$ cat config.mk
export PLATFORM = sky130hd
export DESIGN_NAME = ssx_exec
export DESIGN_NICKNAME = d
export VERILOG_FILES = /design/src/core/ssx_exec.v
export VERILOG_INCLUDE_DIRS = /design/src /design/src/core
export SDC_FILE = /design/constraint.sdc
export NUM_CORES = 1
export LEC_CHECK = 0
export BUFFER_PORTS_ARGS = -buffer_cell sky130_fd_sc_hd__buf_4
export CORE_ASPECT_RATIO = 1.75
export CORE_MARGIN = 1.5
export CORE_UTILIZATION = 53
export CTS_CLUSTER_DIAMETER = 30
export CTS_CLUSTER_SIZE = 30
export DETAILED_ROUTE_END_ITERATION = 8
export PLACE_DENSITY = 0.81
export SETUP_SLACK_MARGIN = 0.02
export SYNTH_ARGS = -nofsm -noshare
export SYNTH_HDL_FRONTEND = slang
export SYNTH_SLANG_ARGS = --single-unit
$ cat constraint.sdc
create_clock -name hclk -period 3.36 [get_ports hclk]
set_input_delay 0 -clock hclk [delete_from_list [all_inputs] [get_ports hclk]]
set_output_delay 0 -clock hclk [all_outputs]
set_load 0.05 [all_outputs]
$ cat src/core/ssx_consts.vh
// Constants for the subtract, swap, xor and sleep execution block
`ifndef SSX_CONSTS_VH
`define SSX_CONSTS_VH
// Register byte offsets
`define SSX_OFS_CMD      6'h00
`define SSX_OFS_ACC      6'h04
`define SSX_OFS_FILE     6'h08
`define SSX_OFS_STAT     6'h0c
`define SSX_OFS_WDOG     6'h10
// Command fields
`define SSX_CMD_OP       2:0
`define SSX_CMD_DEST     3
`define SSX_CMD_FADDR    14:8
`define SSX_CMD_LIT      23:16
// Operation codes
`define SSX_OP_NONE      3'h0
`define SSX_OP_SLEEP     3'h1
`define SSX_OP_LIT_SUB   3'h2
`define SSX_OP_FILE_SUB  3'h3
`define SSX_OP_NIB_SWAP  3'h4
`define SSX_OP_LIT_XOR   3'h5
`define SSX_OP_FILE_XOR  3'h6
// Status bit positions
`define SSX_ST_C         0
`define SSX_ST_DC        1
`define SSX_ST_Z         2
`define SSX_ST_PD        3
`define SSX_ST_TO        4
`define SSX_ST_SLP       5
// Destination select values
`define SSX_DEST_ACC     1'b0
// Reset values, prescaler step and limit, bus transfer-type bit index
`define SSX_RST_BYTE     8'h00
`define SSX_RST_PRE      8'h00
`define SSX_WDOG_CLR     8'h00
`define SSX_RST_FADDR    7'h00
`define SSX_ZERO32       32'h0000_0000
`define SSX_PRE_ONE      8'h01
`define SSX_PRE_MAX      8'hff
`define SSX_HTRANS_NSEQ  1
`endif

$ cat src/core/ssx_exec.v
// Execution of subtract, nibble swap, exclusive-or and sleep with AHB-Lite registers
`timescale 1ns/1ps
`include "ssx_consts.vh"

// Notes on behaviour
// - sleep clears powerdown, sets timeout flag
// - sleep zeroes watchdog counter and prescaler
// - after sleep, core halts with oscillator stopped
// - literal minus accumulator into accumulator, flags
// - file minus accumulator, routed by destination
// - destination zero accumulator, one file register
// - swap file nibbles, no flag changes
// - literal xor accumulator, zero flag only
// - file xor accumulator, routed, zero flag only
module ssx_exec (
    input  wire        hclk,
    input  wire        hresetn,
    input  wire        clk_en,
    input  wire        hsel,
    input  wire [31:0] haddr,
    input  wire [1:0]  htrans,
    input  wire        hwrite,
    input  wire [2:0]  hsize,
    input  wire [31:0] hwdata,
    input  wire        hready,
    output reg  [31:0] hrdata,
    output reg         hreadyout,
    output reg         hresp,
    output reg  [7:0]  acc_out,
    output reg         file_we,
    output reg  [6:0]  file_addr,
    output reg  [7:0]  file_wdata,
    output reg         wdt_clr,
    output reg         osc_stop
);

////////////////////////////////////////////////////////////////////////////////
// Bus request capture

reg        dph_q;
reg        dwr_q;
reg [5:0]  dadr_q;
wire       take;

assign take = hsel & hready & htrans[`SSX_HTRANS_NSEQ];

// Latch address phase, insert one wait state
always @(posedge hclk or negedge hresetn) begin
    if (!hresetn) begin
        dph_q     <= 1'b0;
        dwr_q     <= 1'b0;
        dadr_q    <= 6'h00;
        hreadyout <= 1'b1;
        hresp     <= 1'b0;
    end else if (clk_en) begin
        hresp <= 1'b0;
        if (dph_q) begin
            dph_q     <= 1'b0;
            hreadyout <= 1'b1;
        end else if (take) begin
            dph_q     <= 1'b1;
            dwr_q     <= hwrite;
            dadr_q    <= haddr[5:0];
            hreadyout <= 1'b0;
        end
    end
end

wire wr_en;
wire wr_cmd;
wire wr_acc;
wire wr_file;
wire wr_stat;

assign wr_en   = dph_q & dwr_q;
assign wr_cmd  = wr_en & (dadr_q == `SSX_OFS_CMD);
assign wr_acc  = wr_en & (dadr_q == `SSX_OFS_ACC);
assign wr_file = wr_en & (dadr_q == `SSX_OFS_FILE);
assign wr_stat = wr_en & (dadr_q == `SSX_OFS_STAT);

////////////////////////////////////////////////////////////////////////////////
// Core state

reg  [7:0] acc_q;
reg  [7:0] fop_q;
reg        c_q;
reg        dc_q;
reg        z_q;
reg        pd_n_q;
reg        to_n_q;
reg        slp_q;
reg  [7:0] wdog_q;
reg  [7:0] pre_q;

// Command decode
wire [2:0] op;
wire       dest;
wire [7:0] lit;
wire [6:0] faddr;
wire       go;

assign op    = hwdata[`SSX_CMD_OP];
assign dest  = hwdata[`SSX_CMD_DEST];
assign lit   = hwdata[`SSX_CMD_LIT];
assign faddr = hwdata[`SSX_CMD_FADDR];
// Commands are ignored while the core sleeps
assign go    = wr_cmd & ~slp_q;

////////////////////////////////////////////////////////////////////////////////
// Datapath

reg  [7:0] sub_a;
wire [8:0] dif;
wire [4:0] ldif;
wire [7:0] swp;
wire [7:0] xr_l;
wire [7:0] xr_f;

// Minuend is the literal or the file operand
always @* begin
    sub_a = (op == `SSX_OP_LIT_SUB) ? lit : fop_q;
end

// Two's complement subtract with borrow
assign dif  = {1'b0, sub_a} - {1'b0, acc_q};
assign ldif = {1'b0, sub_a[3:0]} - {1'b0, acc_q[3:0]};
assign swp  = {fop_q[3:0], fop_q[7:4]};
assign xr_l = acc_q ^ lit;
assign xr_f = acc_q ^ fop_q;

// Result selection and flag effects
reg  [7:0] res;
reg        has_res;
reg        route;
reg        upd_cdc;
reg        upd_z;

always @* begin
    res     = `SSX_RST_BYTE;
    has_res = 1'b0;
    route   = 1'b0;
    upd_cdc = 1'b0;
    upd_z   = 1'b0;
    case (op)
        `SSX_OP_LIT_SUB: begin
            res     = dif[7:0];
            has_res = 1'b1;
            upd_cdc = 1'b1;
            upd_z   = 1'b1;
        end
        `SSX_OP_FILE_SUB: begin
            res     = dif[7:0];
            has_res = 1'b1;
            route   = 1'b1;
            upd_cdc = 1'b1;
            upd_z   = 1'b1;
        end
        `SSX_OP_NIB_SWAP: begin
            res     = swp;
            has_res = 1'b1;
            route   = 1'b1;
        end
        `SSX_OP_LIT_XOR: begin
            res     = xr_l;
            has_res = 1'b1;
            upd_z   = 1'b1;
        end
        `SSX_OP_FILE_XOR: begin
            res     = xr_f;
            has_res = 1'b1;
            route   = 1'b1;
            upd_z   = 1'b1;
        end
        default: begin
            res     = `SSX_RST_BYTE;
            has_res = 1'b0;
        end
    endcase
end

// Where the result goes
wire to_file;
wire to_acc;

assign to_file = go & has_res & route & (dest != `SSX_DEST_ACC);
assign to_acc  = go & has_res & ~to_file;
wire   do_slp;
assign do_slp  = go & (op == `SSX_OP_SLEEP);

////////////////////////////////////////////////////////////////////////////////
// Accumulator, file operand and flags

always @(posedge hclk or negedge hresetn) begin
    if (!hresetn) begin
        acc_q <= `SSX_RST_BYTE;
        fop_q <= `SSX_RST_BYTE;
        c_q   <= 1'b0;
        dc_q  <= 1'b0;
        z_q   <= 1'b0;
    end else if (clk_en) begin
        if (to_acc)
            acc_q <= res;
        else if (wr_acc)
            acc_q <= hwdata[7:0];
        if (to_file)
            fop_q <= res;
        else if (wr_file)
            fop_q <= hwdata[7:0];
        if (go & upd_cdc) begin
            c_q  <= ~dif[8];
            dc_q <= ~ldif[4];
        end else if (wr_stat) begin
            c_q  <= hwdata[`SSX_ST_C];
            dc_q <= hwdata[`SSX_ST_DC];
        end
        if (go & upd_z)
            z_q <= (res == `SSX_RST_BYTE);
        else if (wr_stat)
            z_q <= hwdata[`SSX_ST_Z];
    end
end

////////////////////////////////////////////////////////////////////////////////
// Sleep, power status and watchdog

// Flags reset high: not powered down, no time-out
always @(posedge hclk or negedge hresetn) begin
    if (!hresetn) begin
        pd_n_q <= 1'b1;
        to_n_q <= 1'b1;
        slp_q  <= 1'b0;
    end else if (clk_en) begin
        if (do_slp) begin
            pd_n_q <= 1'b0;
            to_n_q <= 1'b1;
            slp_q  <= 1'b1;
        end else if (wr_stat) begin
            pd_n_q <= hwdata[`SSX_ST_PD];
            to_n_q <= hwdata[`SSX_ST_TO];
            // Software may only wake the core
            slp_q  <= slp_q & hwdata[`SSX_ST_SLP];
        end
    end
end

// Prescaler feeds counter; both halt while asleep
always @(posedge hclk or negedge hresetn) begin
    if (!hresetn) begin
        wdog_q <= `SSX_WDOG_CLR;
        pre_q  <= `SSX_RST_PRE;
    end else if (clk_en) begin
        if (do_slp) begin
            wdog_q <= `SSX_WDOG_CLR;
            pre_q  <= `SSX_RST_PRE;
        end else if (!slp_q) begin
            pre_q <= pre_q + `SSX_PRE_ONE;
            if (pre_q == `SSX_PRE_MAX)
                wdog_q <= wdog_q + `SSX_PRE_ONE;
        end
    end
end

////////////////////////////////////////////////////////////////////////////////
// Outputs and read data

wire [7:0] stat_v;

assign stat_v = {2'b00, slp_q, to_n_q, pd_n_q, z_q, dc_q, c_q};

// Registered outputs
always @(posedge hclk or negedge hresetn) begin
    if (!hresetn) begin
        acc_out    <= `SSX_RST_BYTE;
        file_we    <= 1'b0;
        file_addr  <= `SSX_RST_FADDR;
        file_wdata <= `SSX_RST_BYTE;
        wdt_clr    <= 1'b0;
        osc_stop   <= 1'b0;
    end else if (clk_en) begin
        acc_out  <= to_acc ? res : (wr_acc ? hwdata[7:0] : acc_q);
        file_we  <= to_file;
        wdt_clr  <= do_slp;
        osc_stop <= do_slp | (slp_q & ~(wr_stat & ~hwdata[`SSX_ST_SLP]));
        if (to_file) begin
            file_addr  <= faddr;
            file_wdata <= res;
        end
    end
end

// Read mux, loaded in the wait cycle
always @(posedge hclk or negedge hresetn) begin
    if (!hresetn) begin
        hrdata <= `SSX_ZERO32;
    end else if (clk_en) begin
        if (dph_q & ~dwr_q) begin
            case (dadr_q)
                `SSX_OFS_ACC:  hrdata <= {24'h000000, acc_q};
                `SSX_OFS_FILE: hrdata <= {24'h000000, fop_q};
                `SSX_OFS_STAT: hrdata <= {24'h000000, stat_v};
                `SSX_OFS_WDOG: hrdata <= {16'h0000, pre_q, wdog_q};
                default:       hrdata <= `SSX_ZERO32;
            endcase
        end
    end
end

endmodule

==> summary.txt <==
Setup path
  – WP depth: 14
  – Critical path type: reg -> reg
  – Critical path arrival: 3.26 ns
  – Worst Path Required: 3.59 ns
  – CP Launch Point: fop_q[0]
  – R2R Path Start: fop_q[0]
  – Critical Path Max Stage Delay: 0.44 ns
  – CP max stage cell: dfrtp_1
  – Family with the most delay on the worst path: compound AO/OA/AOI/OAI gates
  – R2r setup slk: 0.33 ns
  – Worst Reg-to-Reg Cells: 14
  – Crit-path cells: inv_1 > nor2_1 > a21oi_1 > ha_1 > inv_1 > fa_1 > a211oi_1 > nor2_1 > a21oi_1 > nor4bb_1 > a211oi_1 > buf_4 > o21ai_0 > mux2_2
  – CP endpoint kind: register
  – Reg2reg end: fop_q[6]
  – Critical Path Start Type: register
  – Max FO, Critical Path: 5
  – CP Capture Point: fop_q[6]
  – WP buf/inv: 3

Timing
  – Worst slew margin: 0.318
  – Hold Fails Final Rpt: 0
  – Fin crit period: 3.03 ns
  – RSZ-0062 raised after global routing: no
  – Tcrit/Tclk final: 0.902
  – Slew Limit Fails: 0
  – Slew @ Worst Pin: 1.01 ns
  – Worst-case clock skew: 0.00990 ns
  – Final setup fails: 0
  – Fin Hold WS: 0.00932 ns
  – Total negative slack: 0 ns
  – Fmax: 330 MHz

Final layout
  – Share of layout cells above drive strength 1: 0.232
  – Layout area overhead: 24.1%
  – Final net count: 716
  – Antenna cells: 0
  – Final core utilization: 0.672

Power and ir drop
  – Power Density: 473 mW/mm2
  – Maximum vdd drop: 0.000344 V
  – Pleak: 2.83 nW

Global route
  – Largest net degree at the start of global routing: 82
  – Grt ovf: 0
  – First-pass GRT wire length: 22200 um
  – Initial antenna violation count: 0
  – GRT Util Overall: 0.309
  – Vias in the first global route: 4355

Logic synthesis
  – Syn_area_per_cell: 9.24 um2
  – Gate Count Post-Synth: 526
  – Commonest cells post-synth: dfrtp_1 (78), nand2_1 (63), nor2_1 (54)
  – Area contributors post-synth: dfrtp_1 (40%), mux2_2 (5.1%), nand2_1 (4.9%)
  – Yosys warnings: 0
  – Seq cells post-synth: 81
  – Cell with the most instances after synthesis: dfrtp_1
  – Asr flop ratio synth: 1.00
  – Yosys cell types: 67
  – Synth area leader: dfrtp_1
  – Synthesized area: 0.00486 mm2
  – EDFF count, synth: 0
  – Post-synth top flop: dfrtp_1
  – Register area share after synthesis: 0.418
  – Post-synth top area share: 0.401

Min path
  – Hold Crit Class: in -> reg

Clock tree
  – Cts repair resizes: 0
  – Clock Tree Buf Depth: 2
  – Clock root buffer: clkbuf_16
  – # H-tree levels: 3
  – CTS tree: done
  – Clk pin slew, worst setup/hold paths: 0.07 ns
  – CTS Sinks: 81
  – CTS Buf Count: 9
  – # hold bufs at CTS: 20
  – Clk_lat worst skew: 0.35 ns
  – Setup bufs post-CTS: 0

Detailed routing
  – DRC Markers: 0
  – WL/cell: 19.1 um
  – Drt first pass iters: 7
  – Detail Route Antenna Nets: 0
  – Total Wirelength: 14300 um
  – Detailed Route Iter0 Violations: 390
  – Via/cell ratio: 6.01
  – Vias: 4527

Floorplanning
  – Core ar.: 0.00898 mm2
  – Initial Utilization: 0.542
  – I/O pin total: 135
  – Die area: 0.00978 mm2
  – DIE HEIGHT: 130 um
  – Num rows: 46
  – Die width: 75.4 um

Outcome
  – Status: completed

Place
  – Dpl hpwl: 10500 um
  – I/O Buffers: 78
  – GPL Wtd Cong: 0.989

Run
  – Maxcap violations: 0
-- worst min-delay path by stage --
| stage | from | end | slack, ns | cells past startpoint |
|---|---|---|---|---|
| floorplan | hresetn | acc_out[0] | -0.30 | 0 |
| global placement | haddr[4] | dadr_q[4] | 0.22 | 3 |
| detailed placement | haddr[4] | dadr_q[4] | 0.23 | 3 |
| CTS | hwdata[6] | acc_out[6] | 0.005 | 4 |
| global route | hwdata[6] | acc_out[6] | 0.03 | 4 |
| finish | hwdata[6] | acc_out[6] | 0.009 | 4 |
-- area by class of cell --
| class | count | area (um2) |
|---|---|---|
| Fill cell | 744 | 2940 |
| Multi-Input combinational cell | 402 | 2560 |
| Sequential cell | 81 | 2030 |
| Timing Repair Buffer | 114 | 906 |
| Clock buffer | 10 | 239 |
| Tap cell | 120 | 150 |
| Inverter | 20 | 75.1 |
| Clock inverter | 6 | 73.8 |
-- layout by cell type, fill, tap and decap left out, types with 3 or more instances in the layout --
cell type,n
mux2_2,22
dfrtp_1,78
a211o_1,3
a21o_1,4
a21oi_1,20
dfstp_2,3
nand4_1,4
a2111oi_0,3
conb_1,17
nor4_1,3
a221oi_1,5
xor2_1,10
ha_1,12
nand3_1,15
buf_4,94
o22ai_1,5
a211oi_1,4
nand3b_1,6
o21ai_0,47
inv_1,18
nand2b_1,7
xnor2_1,11
nor2_1,54
o221ai_1,4
a32o_1,3
a22oi_1,5
o21ai_1,5
and3_1,8
nor3b_1,3
a222oi_1,4
clkinv_4,3
nor2b_1,5
nor3_1,6
nand2_1,63
dlygate4sd3_1,20
mux2i_1,8
clkbuf_16,9
a21boi_0,3
-- worst min-delay path, delay by kind of cell --
kind | cells | cell delay, ns
compound gates | 1 | 0.06
buf+inv | 1 | 0.09
mux | 1 | 0.14
simple gates | 1 | 0.04
-- metal layers --
metal  global-route usage  up-vias  wire length, um
met2                0.535      200             7630
met5                    0        -                0
li1                     -     2052                -
met3               0.0510       57              702
met1                0.323     2218             4940
met4                0.226        0             1080
-- sequential cells by signal (all words and copies together) (netlist names), 6 cells and up --
register,count
hrdata,16
acc_out,8
file_wdata,8
fop_q,8
pre_q,8
wdog_q,8
file_addr,7
dadr_q,6
-- report_power, final --
| group | switching [mW] | internal [mW] | leakage (nW) |
|---|---|---|---|
| sequential | 0.115 | 1.06 | 1.05 |
| combinational | 0.409 | 0.252 | 1.63 |
| clock | 0.414 | 0.605 | 0.154 |
-- stage by stage --
stage / worst slack, ns / instance area, um2 / power, mW / instances
global route: 0.0758 / 6030 / 2.98 / 753
CTS: 0.353 / 6030 / 2.86 / 753
finish: 0.329 / 6030 / 2.86 / 753
global placement: 0.333 / 5520 / 1.80 / 717
floorplan: 0.532 / 4920 / 1.62 / 542
detailed placement: 0.229 / 5520 / 1.83 / 717
-- logic make-up (layout without fill, tap and decap cells) --
logic type,Yosys count,after routing,share of synthesized area
DFF,81,81,0.418
AOI/OAI and AO/OA,132,132,0.180
buffers and inverters,59,150,0.0682
adders and majority gates,13,13,0.0350
other,1,17,0.000771
xor gates and xnor gates,21,21,0.0378
muxes,30,30,0.0674
and+or+nand+nor,189,189,0.193
Note: power is estimated with default switching activity, not from simulation.
